--- src/logic/lds_defs.svh ---
`ifndef LDS_DEFS_SVH
`define LDS_DEFS_SVH

// ---------------------------------------------------------------
// Link figures
// ---------------------------------------------------------------
`define LDS_LANE_MBPS 600
`define LDS_FACTOR 8
`define LDS_REF_MHZ (`LDS_LANE_MBPS / `LDS_FACTOR)
`define LDS_FAST_MHZ (`LDS_LANE_MBPS / 2)
`define LDS_LANES 4
// Phase shifts in tenths of a degree, magnitude (applied as negative)
`define LDS_FAST_SHIFT_DDEG 900
`define LDS_WORD_SHIFT_DDEG (1800 / `LDS_FACTOR)
// Word alignment offsets in bit positions toward the MSB
`define LDS_RX_SHIFT 2
`define LDS_TX_SHIFT 3

// ---------------------------------------------------------------
// Timing
// ---------------------------------------------------------------
`define LDS_CLK_PERIOD_NS 4
`define LDS_PLL_RST_NS 40
`define LDS_PLL_RST_CYC ((`LDS_PLL_RST_NS + `LDS_CLK_PERIOD_NS - 1) / `LDS_CLK_PERIOD_NS)

// ---------------------------------------------------------------
// Register byte offsets
// ---------------------------------------------------------------
`define LDS_OFS_CTRL 8'h00
`define LDS_OFS_STAT 8'h04
`define LDS_OFS_ISTAT 8'h08
`define LDS_OFS_IMASK 8'h0C
`define LDS_OFS_CLKCFG 8'h10
`define LDS_OFS_TX0 8'h20
`define LDS_OFS_RX0 8'h30

// ---------------------------------------------------------------
// Fields
// ---------------------------------------------------------------
`define LDS_CTRL_EN 0
`define LDS_CTRL_PLLRST 1
`define LDS_CTRL_AUTORST 2
`define LDS_CTRL_SRCSYNC 3
`define LDS_CTRL_FWDSPARE 4
`define LDS_CTRL_RST 8'h0C
`define LDS_STAT_LOCK 0
`define LDS_STAT_RUN 1
`define LDS_STAT_PLLRST 2
`define LDS_IRQ_LOSTLOCK 0
`define LDS_IRQ_LOCKED 1
`define LDS_IRQ_RXWORD 2
`define LDS_IRQ_W 3
`define LDS_TX_RST 8'h00

`endif

--- src/logic/lds_pkg.sv ---
package lds_pkg;

   // Shared-PLL supervision states, Gray along reset, wait, run
   typedef enum logic [1:0] {
      LDS_PLL_RESET = 2'b00,
      LDS_PLL_WAIT = 2'b01,
      LDS_PLL_RUN = 2'b11
   } lds_pll_st_t;

   typedef logic [7:0] lds_word_t;

endpackage

--- src/logic/lds_lane.sv ---
`timescale 1ns/10ps
`include "lds_defs.svh"

// One serial lane: two bits per clock in each direction, one per edge
module lds_lane
   import lds_pkg::*;
#(
   parameter int FACTOR = `LDS_FACTOR
) (
   // Clock and reset
   input wire logic clk_i,
   input wire logic rst_i,
   input wire logic ce_i,
   // Word timing
   input wire logic run_i,
   input wire logic last_i,
   input wire logic first_i,
   // Serial side
   input wire logic [1:0] rx_pair_i,
   output logic [1:0] tx_pair_o,
   // Parallel side
   input wire logic [FACTOR-1:0] tx_word_i,
   output logic [FACTOR-1:0] rx_word_o,
   output logic rx_done_o
);

   logic [FACTOR-1:0] rx_sr_r, rx_sr_nxt;
   logic [FACTOR-1:0] rx_word_r, rx_word_nxt;
   logic rx_done_r, rx_done_nxt;
   logic [FACTOR-1:0] tx_sr_r, tx_sr_nxt;
   logic [1:0] tx_pair_r, tx_pair_nxt;
   logic [FACTOR-1:0] full_w;

   // ---------------------------------------------------------------
   // Next-state logic
   // ---------------------------------------------------------------
   always_comb begin
      // Rising-edge bit is the earlier one of the pair
      full_w = {rx_sr_r[FACTOR-3:0], rx_pair_i};
      rx_sr_nxt = rx_sr_r;
      rx_word_nxt = rx_word_r;
      rx_done_nxt = 1'b0;
      tx_sr_nxt = tx_sr_r;
      tx_pair_nxt = tx_pair_r;
      if (run_i) begin
         rx_sr_nxt = full_w;
         if (last_i) begin
            // Word lands two bits up against the far side boundary
            rx_word_nxt = {full_w[FACTOR-1-`LDS_RX_SHIFT:0],
                           full_w[FACTOR-1:FACTOR-`LDS_RX_SHIFT]};
            rx_done_nxt = 1'b1;
         end
         if (first_i) begin
            // Launch rotated so data trails the forwarded clock
            tx_sr_nxt = {tx_word_i[FACTOR-1-`LDS_TX_SHIFT:0],
                         tx_word_i[FACTOR-1:FACTOR-`LDS_TX_SHIFT]};
         end else begin
            tx_sr_nxt = {tx_sr_r[FACTOR-3:0], 2'b00};
         end
         tx_pair_nxt = first_i ? tx_sr_nxt[FACTOR-1:FACTOR-2] : tx_sr_r[FACTOR-3:FACTOR-4];
      end else begin
         tx_pair_nxt = 2'b00;
      end
   end

   // ---------------------------------------------------------------
   // Registers
   // ---------------------------------------------------------------
   always_ff @(posedge clk_i or posedge rst_i) begin
      if (rst_i) begin
         rx_sr_r <= '0;
         rx_word_r <= '0;
         rx_done_r <= 1'b0;
         tx_sr_r <= '0;
         tx_pair_r <= 2'b00;
      end else if (ce_i) begin
         rx_sr_r <= rx_sr_nxt;
         rx_word_r <= rx_word_nxt;
         rx_done_r <= rx_done_nxt;
         tx_sr_r <= tx_sr_nxt;
         tx_pair_r <= tx_pair_nxt;
      end
   end

   assign rx_word_o = rx_word_r;
   assign rx_done_o = rx_done_r;
   assign tx_pair_o = tx_pair_r;

endmodule // lds_lane

--- src/logic/lds_top.sv ---
// Decided for this implementation: the placing of the registers and register access over Wishbone.
`timescale 1ns/10ps
`include "lds_defs.svh"

// Overview of operation
// - Each lane runs at 600 Mbps against a 75 MHz reference, the bit rate over factor eight.
// - Lane capture and launch use both edges, so the fast clock is half the bit rate.
// - The word-rate clock is the bit rate over the factor, phase-aligned to the fast clock.
// - The compensated fast PLL output is set to 300 MHz.
// - The fast clock is shifted by minus ninety degrees to centre dual-edge capture.
// - The word clock is shifted by minus 180 degrees over the factor, minus 22.5 degrees.
// - The shared PLL has an asynchronous reset input and a lock output toward the logic.
// - Receiver and transmitter share one PLL, and a forwarded word clock is centred on data.
// - Each received word appears two bit positions toward the MSB.
// - Transmitted data appears three bit positions toward the MSB against the word clock.
// - A spare PLL output may be forwarded in place of the word clock.
// - Source-synchronous compensation is preferred, normal compensation is allowed.
// - There are four independent lanes each way, each of factor eight.
module lds_top
   import lds_pkg::*;
#(
   parameter int LANES = `LDS_LANES,
   parameter int FACTOR = `LDS_FACTOR
) (
   // Clock, reset, enable
   input wire logic clk_i,
   input wire logic rst_i,
   input wire logic ce_i,
   // Wishbone slave
   input wire logic wb_cyc_i,
   input wire logic wb_stb_i,
   input wire logic wb_we_i,
   input wire logic [7:0] wb_adr_i,
   input wire logic [3:0] wb_sel_i,
   input wire logic [31:0] wb_dat_i,
   output logic [31:0] wb_dat_o,
   output logic wb_ack_o,
   // Shared PLL control
   input wire logic pll_locked_i,
   input wire logic spare_pll_output_i,
   output logic pll_areset_o,
   output logic pll_srcsync_o,
   // Serial lanes, bit 1 of a pair on the rising edge
   input wire logic [2*LANES-1:0] rx_ser_i,
   output logic [2*LANES-1:0] tx_ser_o,
   output logic fwd_clk_o,
   // Core parallel side
   output logic [LANES*FACTOR-1:0] rx_par_o,
   output logic rx_valid_o,
   // Interrupt
   output logic irq_o
);

   localparam int CNT_W = $clog2(`LDS_PLL_RST_CYC + 1);
   localparam logic [CNT_W-1:0] RST_CYC = CNT_W'(`LDS_PLL_RST_CYC);
   localparam int PH_W = $clog2(FACTOR / 2);
   localparam logic [PH_W-1:0] PH_LAST = PH_W'(FACTOR / 2 - 1);

   // ---------------------------------------------------------------
   // Declarations
   // ---------------------------------------------------------------
   logic [7:0] ctrl_r, ctrl_nxt;
   logic [`LDS_IRQ_W-1:0] istat_r, istat_nxt;
   logic [`LDS_IRQ_W-1:0] imask_r, imask_nxt;
   logic [FACTOR-1:0] tx_word_r [LANES];
   logic [FACTOR-1:0] tx_word_nxt [LANES];
   logic ack_r, ack_nxt;
   logic [31:0] dat_r, dat_nxt;
   logic irq_r, irq_nxt;
   lds_pll_st_t st_r, st_nxt;
   logic [CNT_W-1:0] cnt_r, cnt_nxt;
   logic areset_r, areset_nxt;
   logic lock_r, lock_nxt;
   logic [PH_W-1:0] ph_r, ph_nxt;
   logic fwd_r, fwd_nxt;
   logic valid_r, valid_nxt;
   logic srcsync_r;
   logic [LANES*FACTOR-1:0] par_r, par_nxt;
   logic [LANES-1:0] done_w;
   logic [FACTOR-1:0] rxw_w [LANES];
   logic [2*LANES-1:0] txp_w;
   logic run_w, first_w, last_w, wr_w, rd_w, lost_w, gained_w;
   logic [7:0] idx_w;

   assign run_w = (st_r == LDS_PLL_RUN) && ctrl_r[`LDS_CTRL_EN];
   assign first_w = (ph_r == '0);
   assign last_w = (ph_r == PH_LAST);
   assign wr_w = wb_cyc_i && wb_stb_i && wb_we_i && !ack_r && wb_sel_i[0];
   assign rd_w = wb_cyc_i && wb_stb_i && !wb_we_i && !ack_r;
   assign lost_w = lock_r && !pll_locked_i;
   assign gained_w = !lock_r && pll_locked_i && (st_r == LDS_PLL_WAIT);
   assign idx_w = {6'h00, wb_adr_i[3:2]};

   // ---------------------------------------------------------------
   // Lanes
   // ---------------------------------------------------------------
   // Four identical lanes sharing one word phase
   for (genvar g = 0; g < LANES; g++) begin : g_lane
      lds_lane #(.FACTOR(FACTOR)) u_lane (
         .clk_i(clk_i),
         .rst_i(rst_i),
         .ce_i(ce_i),
         .run_i(run_w),
         .last_i(last_w),
         .first_i(first_w),
         .rx_pair_i(rx_ser_i[2*g+1:2*g]),
         .tx_pair_o(txp_w[2*g+1:2*g]),
         .tx_word_i(tx_word_r[g]),
         .rx_word_o(rxw_w[g]),
         .rx_done_o(done_w[g])
      );
   end

   // ---------------------------------------------------------------
   // PLL supervision and word timing
   // ---------------------------------------------------------------
   // Lost lock restarts the PLL so its output phases line up again
   always_comb begin
      st_nxt = st_r;
      cnt_nxt = cnt_r;
      areset_nxt = 1'b0;
      lock_nxt = pll_locked_i;
      ph_nxt = ph_r;
      fwd_nxt = 1'b0;
      case (st_r)
         LDS_PLL_RESET: begin
            areset_nxt = 1'b1;
            if (cnt_r >= RST_CYC - 1'b1) begin
               st_nxt = LDS_PLL_WAIT;
               cnt_nxt = '0;
               areset_nxt = 1'b0;
            end else begin
               cnt_nxt = cnt_r + 1'b1;
            end
         end
         LDS_PLL_WAIT: begin
            if (pll_locked_i) begin
               st_nxt = LDS_PLL_RUN;
            end
         end
         LDS_PLL_RUN: begin
            if (!pll_locked_i && ctrl_r[`LDS_CTRL_AUTORST]) begin
               st_nxt = LDS_PLL_RESET;
               cnt_nxt = '0;
            end else if (!pll_locked_i) begin
               st_nxt = LDS_PLL_WAIT;
            end
         end
         default: begin
            st_nxt = LDS_PLL_RESET;
            cnt_nxt = '0;
         end
      endcase
      // Software may force a reset at any time
      if (ctrl_r[`LDS_CTRL_PLLRST]) begin
         st_nxt = LDS_PLL_RESET;
         cnt_nxt = '0;
         areset_nxt = 1'b1;
      end
      // Word phase counts pairs, one word per FACTOR/2 clocks
      if (run_w) begin
         ph_nxt = last_w ? '0 : ph_r + 1'b1;
      end else begin
         ph_nxt = '0;
      end
      // Word clock high over the first pairs on the pins: centred on data.
      // Launch pairs trail the phase count by one clock, hence the minus one.
      if (ctrl_r[`LDS_CTRL_FWDSPARE]) begin
         fwd_nxt = spare_pll_output_i;
      end else if (run_w) begin
         fwd_nxt = (PH_W'(ph_nxt - 1'b1) < PH_W'(FACTOR / 4));
      end
   end

   always_ff @(posedge clk_i or posedge rst_i) begin
      if (rst_i) begin
         st_r <= LDS_PLL_RESET;
         cnt_r <= '0;
         areset_r <= 1'b1;
         lock_r <= 1'b0;
         ph_r <= '0;
         fwd_r <= 1'b0;
      end else if (ce_i) begin
         st_r <= st_nxt;
         cnt_r <= cnt_nxt;
         areset_r <= areset_nxt;
         lock_r <= lock_nxt;
         ph_r <= ph_nxt;
         fwd_r <= fwd_nxt;
      end
   end

   // ---------------------------------------------------------------
   // Received words to the core
   // ---------------------------------------------------------------
   always_comb begin
      par_nxt = par_r;
      valid_nxt = done_w[0];
      for (int i = 0; i < LANES; i++) begin
         if (done_w[i]) begin
            par_nxt[i*FACTOR +: FACTOR] = rxw_w[i];
         end
      end
   end

   always_ff @(posedge clk_i or posedge rst_i) begin
      if (rst_i) begin
         par_r <= '0;
         valid_r <= 1'b0;
      end else if (ce_i) begin
         par_r <= par_nxt;
         valid_r <= valid_nxt;
      end
   end

   // ---------------------------------------------------------------
   // Register file and interrupt
   // ---------------------------------------------------------------
   // Hardware set beats a same-cycle write-one clear
   always_comb begin
      ctrl_nxt = ctrl_r;
      imask_nxt = imask_r;
      istat_nxt = istat_r;
      for (int i = 0; i < LANES; i++) begin
         tx_word_nxt[i] = tx_word_r[i];
      end
      ack_nxt = wb_cyc_i && wb_stb_i && !ack_r;
      dat_nxt = 32'h0000_0000;
      if (wr_w) begin
         case (wb_adr_i)
            `LDS_OFS_CTRL: ctrl_nxt = wb_dat_i[7:0];
            `LDS_OFS_ISTAT: istat_nxt = istat_r & ~wb_dat_i[`LDS_IRQ_W-1:0];
            `LDS_OFS_IMASK: imask_nxt = wb_dat_i[`LDS_IRQ_W-1:0];
            default: begin
               if (wb_adr_i[7:4] == `LDS_OFS_TX0 >> 4) begin
                  tx_word_nxt[idx_w[1:0]] = wb_dat_i[FACTOR-1:0];
               end
            end
         endcase
      end
      if (rd_w) begin
         case (wb_adr_i)
            `LDS_OFS_CTRL: dat_nxt = {24'h000000, ctrl_r};
            `LDS_OFS_STAT: dat_nxt = {29'h00000000, areset_r, st_r == LDS_PLL_RUN, lock_r};
            `LDS_OFS_ISTAT: dat_nxt = {29'h00000000, istat_r};
            `LDS_OFS_IMASK: dat_nxt = {29'h00000000, imask_r};
            // Clock plan: fast MHz, fast shift, word shift
            `LDS_OFS_CLKCFG: dat_nxt = {7'h00, 9'(`LDS_FAST_MHZ),
                                        8'(`LDS_FAST_SHIFT_DDEG / 10),
                                        8'(`LDS_WORD_SHIFT_DDEG)};
            default: begin
               if (wb_adr_i[7:4] == `LDS_OFS_TX0 >> 4) begin
                  dat_nxt = {24'h000000, tx_word_r[idx_w[1:0]]};
               end else if (wb_adr_i[7:4] == `LDS_OFS_RX0 >> 4) begin
                  dat_nxt = {24'h000000, par_r[idx_w[1:0]*FACTOR +: FACTOR]};
               end
            end
         endcase
      end
      if (lost_w) begin
         istat_nxt[`LDS_IRQ_LOSTLOCK] = 1'b1;
      end
      if (gained_w) begin
         istat_nxt[`LDS_IRQ_LOCKED] = 1'b1;
      end
      if (valid_r) begin
         istat_nxt[`LDS_IRQ_RXWORD] = 1'b1;
      end
      irq_nxt = |(istat_nxt & imask_nxt);
   end

   always_ff @(posedge clk_i or posedge rst_i) begin
      if (rst_i) begin
         ctrl_r <= `LDS_CTRL_RST;
         istat_r <= '0;
         imask_r <= '0;
         for (int i = 0; i < LANES; i++) begin
            tx_word_r[i] <= `LDS_TX_RST;
         end
         ack_r <= 1'b0;
         dat_r <= 32'h0000_0000;
         irq_r <= 1'b0;
         srcsync_r <= 1'b1;
      end else if (ce_i) begin
         ctrl_r <= ctrl_nxt;
         istat_r <= istat_nxt;
         imask_r <= imask_nxt;
         for (int i = 0; i < LANES; i++) begin
            tx_word_r[i] <= tx_word_nxt[i];
         end
         ack_r <= ack_nxt;
         dat_r <= dat_nxt;
         irq_r <= irq_nxt;
         srcsync_r <= ctrl_nxt[`LDS_CTRL_SRCSYNC];
      end
   end

   // ---------------------------------------------------------------
   // Outputs, all from flip-flops
   // ---------------------------------------------------------------
   assign wb_dat_o = dat_r;
   assign wb_ack_o = ack_r;
   assign pll_areset_o = areset_r;
   assign pll_srcsync_o = srcsync_r;
   assign tx_ser_o = txp_w;
   assign fwd_clk_o = fwd_r;
   assign rx_par_o = par_r;
   assign rx_valid_o = valid_r;
   assign irq_o = irq_r;

endmodule // lds_top

--- config.mk ---
export PLATFORM = sky130hd
export DESIGN_NAME = lds_top
export DESIGN_NICKNAME = d
export VERILOG_FILES = /design/src/logic/lds_pkg.sv /design/src/logic/lds_lane.sv /design/src/logic/lds_top.sv
export VERILOG_INCLUDE_DIRS = /design/src /design/src/logic
export SDC_FILE = /design/constraint.sdc
export NUM_CORES = 1
export LEC_CHECK = 0
export ABC_AREA = 1
export BUFFER_PORTS_ARGS = -buffer_cell sky130_fd_sc_hd__buf_2
export CAP_MARGIN = 20
export CORE_ASPECT_RATIO = 1.1
export CORE_MARGIN = 2
export CORE_UTILIZATION = 50
export DETAILED_ROUTE_END_ITERATION = 10
export PLACE_DENSITY = 0.73
export SYNTH_ARGS = -nofsm -noshare
export SYNTH_HDL_FRONTEND = slang
export SYNTH_SLANG_ARGS = --single-unit
--- constraint.sdc ---
create_clock -name clk_i -period 8.4 [get_ports clk_i]
set_input_delay 0.42 -clock clk_i [delete_from_list [all_inputs] [get_ports clk_i]]
set_output_delay 0.42 -clock clk_i [all_outputs]
set_load 0.005 [all_outputs]
### After elaboration in Yosys (flattened, before gate mapping)

Index checks and enable logic that the tools add are counted.

* eq/ne operators: 14
* reduce and logical (&&, ||, !) cells: 29
* bitwise operators: 5
* $add $sub $neg: 3
* div/mod/pow operators: 0
* shift-type cells: 1
* order comparisons: 4
* $mul: 0
* mux-type cells: 48

Operator list (count)
* one-hot mux 25 bit (5 select lines): 1
* 2-to-1 mux 8 bit: 9
* bitwise mux 32 bit: 1
* variable part select 32 x 6 -> 8 bit: 1
* 2-to-1 mux 2 bit: 15
* 2-to-1 mux 25 bit: 1
* binary-select mux 8 bit (select 2 bit): 1
* demux 8 bit (select 2 bit): 1
* equality test 8 x 4 -> 1 bit, second input constant: 2
* logical AND 1 bit: 13
* 2-to-1 mux 3 bit: 4
* 2-to-1 mux 4 bit: 3
* one-hot mux 4 bit (3 select lines): 1
* 2-to-1 mux 1 bit: 10
* AND reduction 3 bit: 3
* equality test 4 x 2 -> 1 bit, second input constant: 2
* equality test 8 x 3 -> 1 bit, second input constant: 1
* equality test 8 x 5 -> 1 bit, second input constant: 1
* zero test 8 bit: 1
* AND reduction 4 bit: 2
* AND 3 bit: 2
* != test 3 bit, second input constant: 2
* one-hot mux 2 bit (3 select lines): 1
* OR reduction 3 bit: 2
* other kinds (18): 24

* memory bits (writable): 0
* memories: 0
* ROM bits: 0
* bits in latches: 0
* bits in registers: 213

### Logic depth before layout (Yosys ltp)

Gate-level depths: netlist of run 1.

* word-level depth: 8
* gate-level depth with buffers: 12

### Hierarchy

Synthesis of run 1 repeated with hierarchy kept, for this count alone.

* cells, all modules: 1097
* area, all modules: 9336.5 um2

By module, submodules not included
* lds_top: cells an instance 637, area each 5237.5 um2, instances 1, seq. area each 2531.2 um2
* lds_lane: cells an instance 115, area each 1024.7 um2, instances 4, seq. area each 575.6 um2

### Least setup slack after synthesis of run 1

OpenSTA, ideal clock, no wires.

* path type: in2reg
* from: input wb_adr_i[2]
* to: register ctrl_r[1]
* path slack: 6.957 ns
* data required time: 8.276 ns
* stages on the path: 8
* setup time: 0.124 ns
* data arrival time: 1.319 ns
* buffers on the path: 2
* cell sequence: buf_6 > nor2_1 > nand2_1 > nor2_4 > nand2_2 > buf_6 > nand2_1 > o21ai_1

* longest elaborated chain between the ends: 2

RTL lines
* from (decl): line lds_top.sv:33 `input wire logic [7:0] wb_adr_i,`
* zero test 8 bit: line lds_top.sv:230 `case (wb_adr_i)`
* AND reduction 3 bit (no source line)
* to (signal assigned): line lds_top.sv:274 `` ctrl_r <= `LDS_CTRL_RST; ``
* to (signal assigned): line lds_top.sv:285 `ctrl_r <= ctrl_nxt;`
* to (decl): line lds_top.sv:62 `logic [7:0] ctrl_r, ctrl_nxt;`

No other way between the ends.
A chain may end at the register's enable or synchronous reset.

### Worst setup path in the final report of run 1

* from: input ce_i
* to: register g_lane[2].u_lane.rx_word_r[1]

* longest elaborated chain between the ends: 1

RTL lines
* from (decl): line lds_top.sv:28 `input wire logic ce_i,`
* AND reduction 3 bit (no source line)
* to (signal assigned): line lds_lane.sv:78 `rx_word_r <= rx_word_nxt;`
* to (decl): line lds_lane.sv:28 `logic [FACTOR-1:0] rx_word_r, rx_word_nxt;`

No other way between the ends.

==> results of run 1 <==
[registers in the layout, indices dropped and copies added (netlist names), 2 cells and up]
register,flops
g_lane.u_lane.rx_word_o,32
rx_par_o,32
tx_word_r,32
g_lane.u_lane.rx_sr_r,24
g_lane.u_lane.tx_sr_r,24
wb_dat_o,9
ctrl_r,8
g_lane.u_lane.tx_pair_o,8
cnt_r,4
imask_r,3
istat_r,3
ph_r,2
st_r,2
[metrics by stage]
stage	cells	power [mW]	setup slack, ns	instance area, um2	hold WS [ns]
floorplan	1010	1.104	2.814	8750	0.4492
global placement	1278	1.144	5.058	9154	0.4601
detailed placement	1278	1.149	5.031	9154	0.4613
CTS	1309	1.994	5.460	9776	0.1839
global route	1310	2.056	5.094	9778	0.2022
finish	1311	1.984	5.508	9781	0.1124
[critical path: cells and delay by family]
kind	cells	cell delay [ns]
simple gates	2	1.35
compound gates	1	0.15
buf+inv	3	1.25
[power breakdown]
group          switching (mW)  total (mW)  internal (mW)
clock                   0.340       0.850          0.510
combinational           0.110       0.158         0.0477
sequential             0.0254       0.976          0.951
total                   0.475        1.98           1.51
[layout make-up]
class / count / area [um2]
timing repair buffer: 97 / 493.0
sequential: 190 / 4758
clock buffer: 20 / 456.7
antenna: 2 / 5.005
multi-input combinational: 663 / 3239
inverter: 94 / 370.4
tap: 234 / 292.8
clock inverter: 11 / 165.2
fill: 1578 / 7236
[placed cells by master, fill, tap and decap left out, drive strengths merged]
cell and n:
or2 1, nor2 79, nor3 1, clkinvlp 4, inv 93, nand3 38, diode 2, o21ai 159
conb 16, o211ai 5, dfrtp 187, a22oi 7, mux2i 6, mux2 16, o21a 2, nor4 1
clkinv 4, a31oi 10, nand4 7, dfstp 3, bufinv 4, o22ai 7, clkbuf 20, nand2 291
ha 5, a21oi 12, buf 97
[kinds of logic after synthesis]
group	after synthesis	share of synthesized area, %
and+or+nand+nor	418	20.81
AOI/OAI and AO/OA	202	12.28
DFF	190	54.74
buffers and inverters	157	8.650
muxes	22	2.763
adders and majority gates	5	0.7196
other	1	0.04314
[metal layers]
metal	vias to the layer above	routed length [um]
li1	3311	-
met1	3288	8911
met2	181	10020
met3	24	1157
met4	4	229
met5	-	23
[worst min-delay path by stage]
stage | to | cells after the start
2_1_floorplan | g_lane[0].u_lane.rx_word_o[4] | 2
3_3_place_gp | g_lane[1].u_lane.tx_pair_o[0] | 2
3_5_place_dp | wb_dat_o[2] | 2
4_1_cts | g_lane[3].u_lane.rx_word_o[3] | 2
5_1_grt | g_lane[1].u_lane.rx_word_o[3] | 2
6_report | g_lane[1].u_lane.rx_word_o[3] | 2
==> results.toml, run 1 <==
[yosys]
ys_ff_latch = 190
synth_area_leaders = "dfrtp_1 (54%), nand2_1 (12%), o21ai_0 (5.9%), inv_1 (3.6%), o21ai_1 (3.2%)"
yosysTopAreaCellShare_pct = 53.83
synth_commonest_cells = "nand2_1 (282), dfrtp_1 (187), o21ai_0 (103)"
synth_edf_count = 0
synth_most_common_cell = "nand2_1"
yosysTopAreaCell = "dfrtp_1"
seq_area_frac_synth_pct = 54.74
async_flop_share_pct = 100.0
syn_inst = 995
ys_warn_count = 0
post_synth.cell_area_avg_um2 = 8.737
yosys_most_used_dff = "dfrtp_1"
synth_cell_types = 36
synthesis.area_mm2 = 0.008693

[drt]
ant_nets = 0
viasPerCell = 5.193
wl_per_cell_um = 15.52
vias = 6808
drc_errors = 0
drt-initial-drc-count = 596
dr.pass1.iters = 5
totalWireLength_um = 20350

[run_status]
status = "finished, final reports clean"

[timing]
rsz0062_at_grt = "no"
final_max_slew_viol_count = 0
setup_viol = 0
layout_min_cycle_time_ns = 2.892
final-hold-violation-count = 0
maxSlewHeadroom_pct = 38.99
fmax_mhz = 345.8
finClkSkew_ns = 0.008636
period_share_pct = 34.43
setup_tns_ns = 0
tightest_slew_ns = 0.9118

[floorplan]
core_area_mm2 = 0.01702
rows = 50
die-area_mm2 = 0.01846
die_x_um = 129.7
fp.dieH_um = 142.3
start_util_pct = 51.09
io_pins = 138

[grt]
grt_use_met3_pct = 5.188
grt-ovfl-total = 0
grt_max_degree = 121
antenna_found_initial = 4
grt_busiest_layer = "met2"
grtUsageMet2_pct = 37.59
grt_pass1_wl_um = 32670
grt_use_met1_pct = 31.49
grt_pass1_vias = 6172
grt_usage_pct = 23.12

[critical_path]
arrival_ns = 3.18
max_stage_delay_ns = 0.75
endpoint = "g_lane[2].u_lane.rx_word_o[1]"
reg2reg_to = "g_lane[2].u_lane.rx_word_o[1]"
crit_path_start_kind = "primary input"
crit_required_ns = 8.69
crit_fanout = 70
startpoint = "ce_i"
crit_path_cell_trace = "buf_2 > inv_2 > nor2_8 > nand2_2 > inv_2 > o21ai_0"
r2r_cells = 7
crit_type = "in2reg"
slowest_stage = "nor2_8"
cp_common_cell = "inv_2"
r2r_start = "st_r[1]"
regToRegSetupSlack_ns = 5.54
end_kind = "flop"

[cells_and_area]
post-route-util_pct = 57.48
fin_nets = 1128
drive_gt1_share_pct = 17.21
syn_to_final_growth_pct = 12.51

[clocking]
clk_pin_slew_ns = 0.07
cts.sinks = 190
clockBufferDepth = 2
numCtsBuffers = 17
htree_num_levels = 4
clock-root-buffer = "clkbuf_16"
cts_tree = "done"
clk_latency_ns = 0.44
cts_setup_buffers = 0
holdBufCountCts = 0
ctsResizeCount = 0

[placed_design]
dp_hpwl_um = 13900
place_congestion = 0.8424
port_buffers = 94

[job]
maxCapViolCount = 0

[hold_path]
holdCritPathClass = "in2async"

[power_and_ir_drop]
power.density_mw_per_mm2 = 202.8
peakVddDrop_mv = 0.1510
leakage_nw = 4.973
(Power assumes the default switching activity.)
==> run 2, diff against run 1 <==
--- a/config.mk
+++ b/config.mk
@@ -6,7 +6,7 @@
 export SDC_FILE = /design/constraint.sdc
 export NUM_CORES = 1
 export LEC_CHECK = 0
-export ABC_AREA = 1
+export ABC_AREA = 0
 export BUFFER_PORTS_ARGS = -buffer_cell sky130_fd_sc_hd__buf_2
 export CAP_MARGIN = 20
 export CORE_ASPECT_RATIO = 1.1
==> constraint.sdc (replaced) <==
create_clock -name clk_i -period 2.7 [get_ports clk_i]
set_input_delay 0.135 -clock clk_i [delete_from_list [all_inputs] [get_ports clk_i]]
set_output_delay 0.135 -clock clk_i [all_outputs]
set_load 0.005 [all_outputs]
==> run 2 against run 1 <==
Area after synthesis fell by 1.8%; die area shrank 1.7%; worst hold slack worse by 0.095 ns; count of clock-buffer cells in the layout is the same; critical path type is now reg2reg; sequential power grew to 3.0 times the previous value; largest cell class unchanged.
==> results.toml, run 2 <==
[drt]
wl_per_cell_um = 19.44
viasPerCell = 5.738
drc_errors = 0
vias = 5520
totalWireLength_um = 18700
ant_nets = 0
drt-initial-drc-count = 263
dr.pass1.iters = 7

[yosys]
yosysTopAreaCell = "dfrtp_1"
ys_warn_count = 0
synth-xor-area-share_pct = 0.1026
post_synth.cell_area_avg_um2 = 13.32
synthesis.area_mm2 = 0.008539
syn_inst = 641
synthAdderAreaFrac_pct = 0.7326
synth_most_common_cell = "dfrtp_1"
synth_edf_count = 0
synth-simple-area-share_pct = 6.930
synth_area_leaders = "dfrtp_1 (55%), mux2_2 (18%), mux4_2 (5.0%), mux2i_1 (3.0%), buf_4 (2.1%)"
synth-compound-area-share_pct = 6.579
synth_cell_types = 59
ys_ff_latch = 190
yosys_most_used_dff = "dfrtp_1"
synth_commonest_cells = "dfrtp_1 (187), mux2_2 (133), nand2_1 (47)"
yosysTopAreaCellShare_pct = 54.80
async_flop_share_pct = 100.0
synthMuxAreaShare_pct = 25.60
synth_top_family_by_area = "multiplexers"
seq_area_frac_synth_pct = 55.72

[cells_and_area]
syn_to_final_growth_pct = 16.38
fin_nets = 805
layout_common_cells = "dfrtp_1 (187), mux2_2 (133), buf_2 (94)"
drive_gt1_share_pct = 40.77
finalNonFillerCells = 962
n_fill_cell = 1337
fin_area_mm2 = 0.009938
final_common_cell = "dfrtp_1"
post-route-util_pct = 58.84

[grt]
antenna_found_initial = 1
grt_pass1_vias = 5845
grt_usage_pct = 21.80
grt-ovfl-total = 0
grt_pass1_wl_um = 30470
grt_max_degree = 58

[power_and_ir_drop]
power.density_mw_per_mm2 = 581.5
switching_share_pct = 22.19
sequentialPowerShare_pct = 50.2
p_clk_share_pct = 44.8
p_int_mw = 4.496
p_switching_mw = 1.283
peakVddDrop_mv = 0.4429
leakage_nw = 5.182
pwr-share-comb_pct = 5.0

[floorplan]
die_x_um = 128.6
fp.dieH_um = 141.1
rows = 50
start_util_pct = 50.56
core_area_mm2 = 0.01689
die-area_mm2 = 0.01814
io_pins = 138

[placed_design]
dp_hpwl_um = 12750
placed_cells = 916
place_congestion = 0.8447
placed_area_mm2 = 0.009191
port_buffers = 94

[clocking]
cts_tree = "done"
clock-root-buffer = "clkbuf_16"
clk_latency_ns = 0.43
htree_num_levels = 4
numCtsBuffers = 17
clockBufferDepth = 2
clk_pin_slew_ns = 0.07
cts.sinks = 190

[critical_path]
crit_required_ns = 3.00
end_kind = "flop"
slowest_stage = "nand3_2"
crit_path_cell_trace = "and2_0 > nand3_2 > buf_12 > nand2_1 > o21ai_0"
crit_path_start_kind = "flop"
max_stage_delay_ns = 0.77
crit_fanout = 37
arrival_ns = 2.58
crit_type = "reg2reg"

[timing]
final_max_slew_viol_count = 0
finClkSkew_ns = 0.008372
fmax_mhz = 438.8
layout_min_cycle_time_ns = 2.279
period_share_pct = 84.41
tightest_slew_ns = 0.9453
maxSlewHeadroom_pct = 36.91
setup_viol = 0
rsz0062_at_grt = "no"
fin_hold_ws_ns = 0.01764
final-hold-violation-count = 0
setup_tns_ns = 0

[run_status]
status = "finished, final reports clean"

[hold_path]
holdCritPathClass = "in2reg"

[job]
maxCapViolCount = 0
[run 2: path summary, 6_finish.rpt]
kind / startpoint / end / slack (ns) / cells after the start
max in group asynchronous: rst_i / ctrl_r[3] / 1.50 / 4
hold / removal: spare_pll_output_i / fwd_clk_o / 0.02 / 3
setup / recovery: st_r[1] / g_lane[0].u_lane.tx_sr_r[2] / 0.42 / 5
min in group asynchronous: rst_i / g_lane[2].u_lane.rx_sr_r[5] / 0.41 / 3
setup reg to reg: st_r[1] / g_lane[0].u_lane.tx_sr_r[2] / 0.42 / 5
hold reg to reg: g_lane[0].u_lane.tx_pair_o[0] / g_lane[0].u_lane.tx_pair_o[0] / 0.47 / 1
[run 2: kinds of logic (layout without fill, tap and decap cells)]
logic type	count (synthesis)	count (layout)
AO/OA/AOI/OAI	83	83
XOR/XNOR	1	1
adder cells (fa/ha/maj)	5	5
buffers and inverters	72	169
flip-flops	190	190
multiplexers	178	178
other	1	17
AND/OR/NAND/NOR	111	111
[run 2: metal layers]
metal  up-vias  routed length [um]  GRT usage (%)
li1       2491                   -              -
met4         0                 387          8.467
met3        31                1026          4.668
met1      2832                7867          27.83
met2       166                9420          36.56
met5         -                   0              0
[run 2: power by group through the flow]
stage / combinational (mW) / sequential, mW / clock [mW]
3_5_place_dp: 0.275 / 2.95 / 0
3_3_place_gp: 0.262 / 2.95 / 0
2_1_floorplan: 0.183 / 2.95 / 0
4_1_cts: 0.292 / 2.90 / 2.63
6_report: 0.288 / 2.90 / 2.59
5_1_grt: 0.321 / 2.90 / 2.75
[run 2: area by class of cell]
class                   count  area (um2)  share of cell area, %
repair buffers            123       770.7                  7.755
clock inverters            12       157.7                  1.586
well taps                 208       260.3                  2.619
multi-input cells         394        3476                  34.97
flip-flops and latches    190        4758                  47.88
clock buffers              20       456.7                  4.595
inverters                  14       56.30                 0.5665
diodes                      1       2.502                0.02518
[run 2: timing repair]
item,CTS,global route
setup buffers,0,0
hold buffers,13,0
gates resized for setup,0,0
setup endpoints to repair,0,0
endpoints found under the hold margin,60,0
[run 2: metrics by stage]
| step | total power, mW | worst slack [ns] |
|---|---|---|
| 6_report | 5.779 | 0.4208 |
| 5_1_grt | 5.971 | 0.2615 |
| 4_1_cts | 5.819 | 0.4086 |
| 3_5_place_dp | 3.228 | 0.4580 |
| 3_3_place_gp | 3.212 | 0.5205 |
| 2_1_floorplan | 3.130 | 0.1190 |
[run 2: critical path, delay by kind of cell, from the launching register on]
| family | cells | cell delay, ns |
|---|---|---|
| compound gates | 1 | 0.07 |
| flops | 1 | 0.43 |
| buf+inv | 1 | 0.47 |
| simple gates | 3 | 1.16 |
==> run 3, diff against run 2 <==
==> constraint.sdc (replaced) <==
create_clock -name clk_i -period 2.15 [get_ports clk_i]
set_input_delay 0.1075 -clock clk_i [delete_from_list [all_inputs] [get_ports clk_i]]
set_output_delay 0.1075 -clock clk_i [all_outputs]
set_load 0.005 [all_outputs]
==> run 3 against run 2 <==
First-iteration DRC count fell by 3.8%; combinational power rose by 27%; count of clock-buffer cells in the layout fell by 2; maximum frequency rose by 14%; sequential power rose by 26%; non-clock buffer count rose by 10; setup slack got worse by 0.27 ns; worst hold slack improved by 0.067 ns; largest cell class unchanged.
==> results.toml, run 3 (same netlist as run 2, synthesis figures left out) <==
[timing]
layout_min_cycle_time_ns = 2.001
setup_viol = 0
tightest_slew_ns = 0.5543
final-hold-violation-count = 0
fin_hold_ws_ns = 0.08437
finClkSkew_ns = 0.005091
period_share_pct = 93.05
rsz0062_at_grt = "no"
maxSlewHeadroom_pct = 63.05
setup_tns_ns = 0
fmax_mhz = 499.8
final_max_slew_viol_count = 0

[floorplan]
rows = 50
start_util_pct = 50.56
core_area_mm2 = 0.01689
io_pins = 138
die-area_mm2 = 0.01814
fp.dieH_um = 141.1
die_x_um = 128.6

[job]
maxCapViolCount = 0

[drt]
wl_met3_um = 996
drc_errors = 0
totalWireLength_um = 18680
drt-initial-drc-count = 253
vias = 5537
wl_per_cell_um = 19.22
highest_layer = "met4"
dr.pass1.iters = 4
drt-met1-wl_um = 7829
viasPerCell = 5.697
wl_met2_um = 9426
ant_nets = 0

[power_and_ir_drop]
sequentialPowerShare_pct = 50.9
peakVddDrop_mv = 0.6116
switching_share_pct = 22.93
p_switching_mw = 1.641
p_clk_share_pct = 44.0
pwr-share-comb_pct = 5.1
power.density_mw_per_mm2 = 714.3
leakage_nw = 5.226
p_int_mw = 5.516

[critical_path]
crit_type = "reg2reg"
arrival_ns = 2.34
crit_path_start_kind = "flop"
max_stage_delay_ns = 0.44
slowest_stage = "or3b_2"
crit_required_ns = 2.49
end_kind = "flop"
crit_path_cell_trace = "inv_1 > ha_1 > or3b_2 > a211o_1 > nor2_1 > nand3_1 > o21ai_0"
crit_fanout = 4

[clocking]
numCtsBuffers = 17
cts.sinks = 190
clk_latency_ns = 0.43
clock-root-buffer = "clkbuf_16"
clockBufferDepth = 2
ctsResizeCount = 0
htree_num_levels = 4
holdBufCountCts = 16
clk_pin_slew_ns = 0.07
cts_tree = "done"
cts_setup_buffers = 0

[cells_and_area]
syn_to_final_growth_pct = 17.33
post-route-util_pct = 59.32
final_common_cell = "dfrtp_1"
drive_gt1_share_pct = 41.28
multi_input_area_mm2 = 0.003476
n_fill_cell = 1346
layout_common_cells = "dfrtp_1 (187), mux2_2 (133), buf_2 (94)"
regArea_mm2 = 0.004758
fin_nets = 815

[grt]
grt_pass1_vias = 5838
grt-ovfl-total = 0
grt_usage_pct = 21.97
grt_pass1_wl_um = 30790
antenna_found_initial = 1
grt_max_degree = 106

[placed_design]
dp_hpwl_um = 12680
port_buffers = 94
place_congestion = 0.8120

[hold_path]
holdCritPathClass = "in2reg"

[run_status]
status = "finished, final reports clean"
## run 3: changes by cell type in the layout (fill, tap and decap cells not counted), sizes merged
cell / delta
buf: +7
dlygate4sd3: +3
clkbuf: -2
clkinv: +2
bufinv: -1
clkinvlp: +1
## run 3: worst paths after layout
kind / startpoint / to / slack (ns) / cells after the start
min: wb_dat_i[1] / istat_r[1] / 0.08 / 3
min in group asynchronous: rst_i / rx_par_o[17] / 0.18 / 3
max in group asynchronous: rst_i / ctrl_r[3] / 1.14 / 4
max: cnt_r[0] / cnt_r[1] / 0.15 / 7
min reg2reg: g_lane[0].u_lane.tx_pair_o[0] / g_lane[0].u_lane.tx_pair_o[0] / 0.47 / 1
max reg2reg: cnt_r[0] / cnt_r[1] / 0.15 / 7
## run 3: layer usage
metal / up-vias / track usage, %
met2: 167 / 36.67
met5: - / 0
met3: 37 / 5.199
li1: 2523 / -
met1: 2810 / 28.25
met4: 0 / 7.666
## run 3: metrics by stage
stage	instance area [um2]	cells	power [mW]	worst slack, ns
after detailed placement	9256	923	4.056	0.1584
after CTS	10020	971	7.213	0.1388
after floorplan	8600	656	3.931	-0.4035
after global routing	10020	971	7.420	0.009023
final	10020	972	7.157	0.1494
after global placement	9256	923	4.037	0.2200
## run 3: power groups by stage
stage                     clock network, mW  registers (mW)  logic (mW)
after CTS                              3.20            3.64       0.372
after global routing                   3.37            3.64       0.407
after floorplan                           0            3.70       0.230
after global placement                    0            3.70       0.332
after detailed placement                  0            3.71       0.347
final                                  3.15            3.64       0.366
## run 3: cell type report
| type | count | area share (%) |
|---|---|---|
| antenna | 1 | 0.02498 |
| inverter | 14 | 0.5619 |
| tap | 208 | 2.597 |
| clock inverter | 14 | 1.611 |
| clock buffer | 18 | 4.383 |
| multi-input combinational | 394 | 34.69 |
| timing repair buffer | 133 | 8.641 |
| sequential | 190 | 47.49 |
## run 3: critical path, delay by kind of cell, from the launching register on
family / cells / cell delay (ns)
and+or+nand+nor: 3 / 0.79
buffers and inverters: 1 / 0.11
AOI/OAI and AO/OA: 2 / 0.45
adders and majority gates: 1 / 0.14
DFF: 1 / 0.42
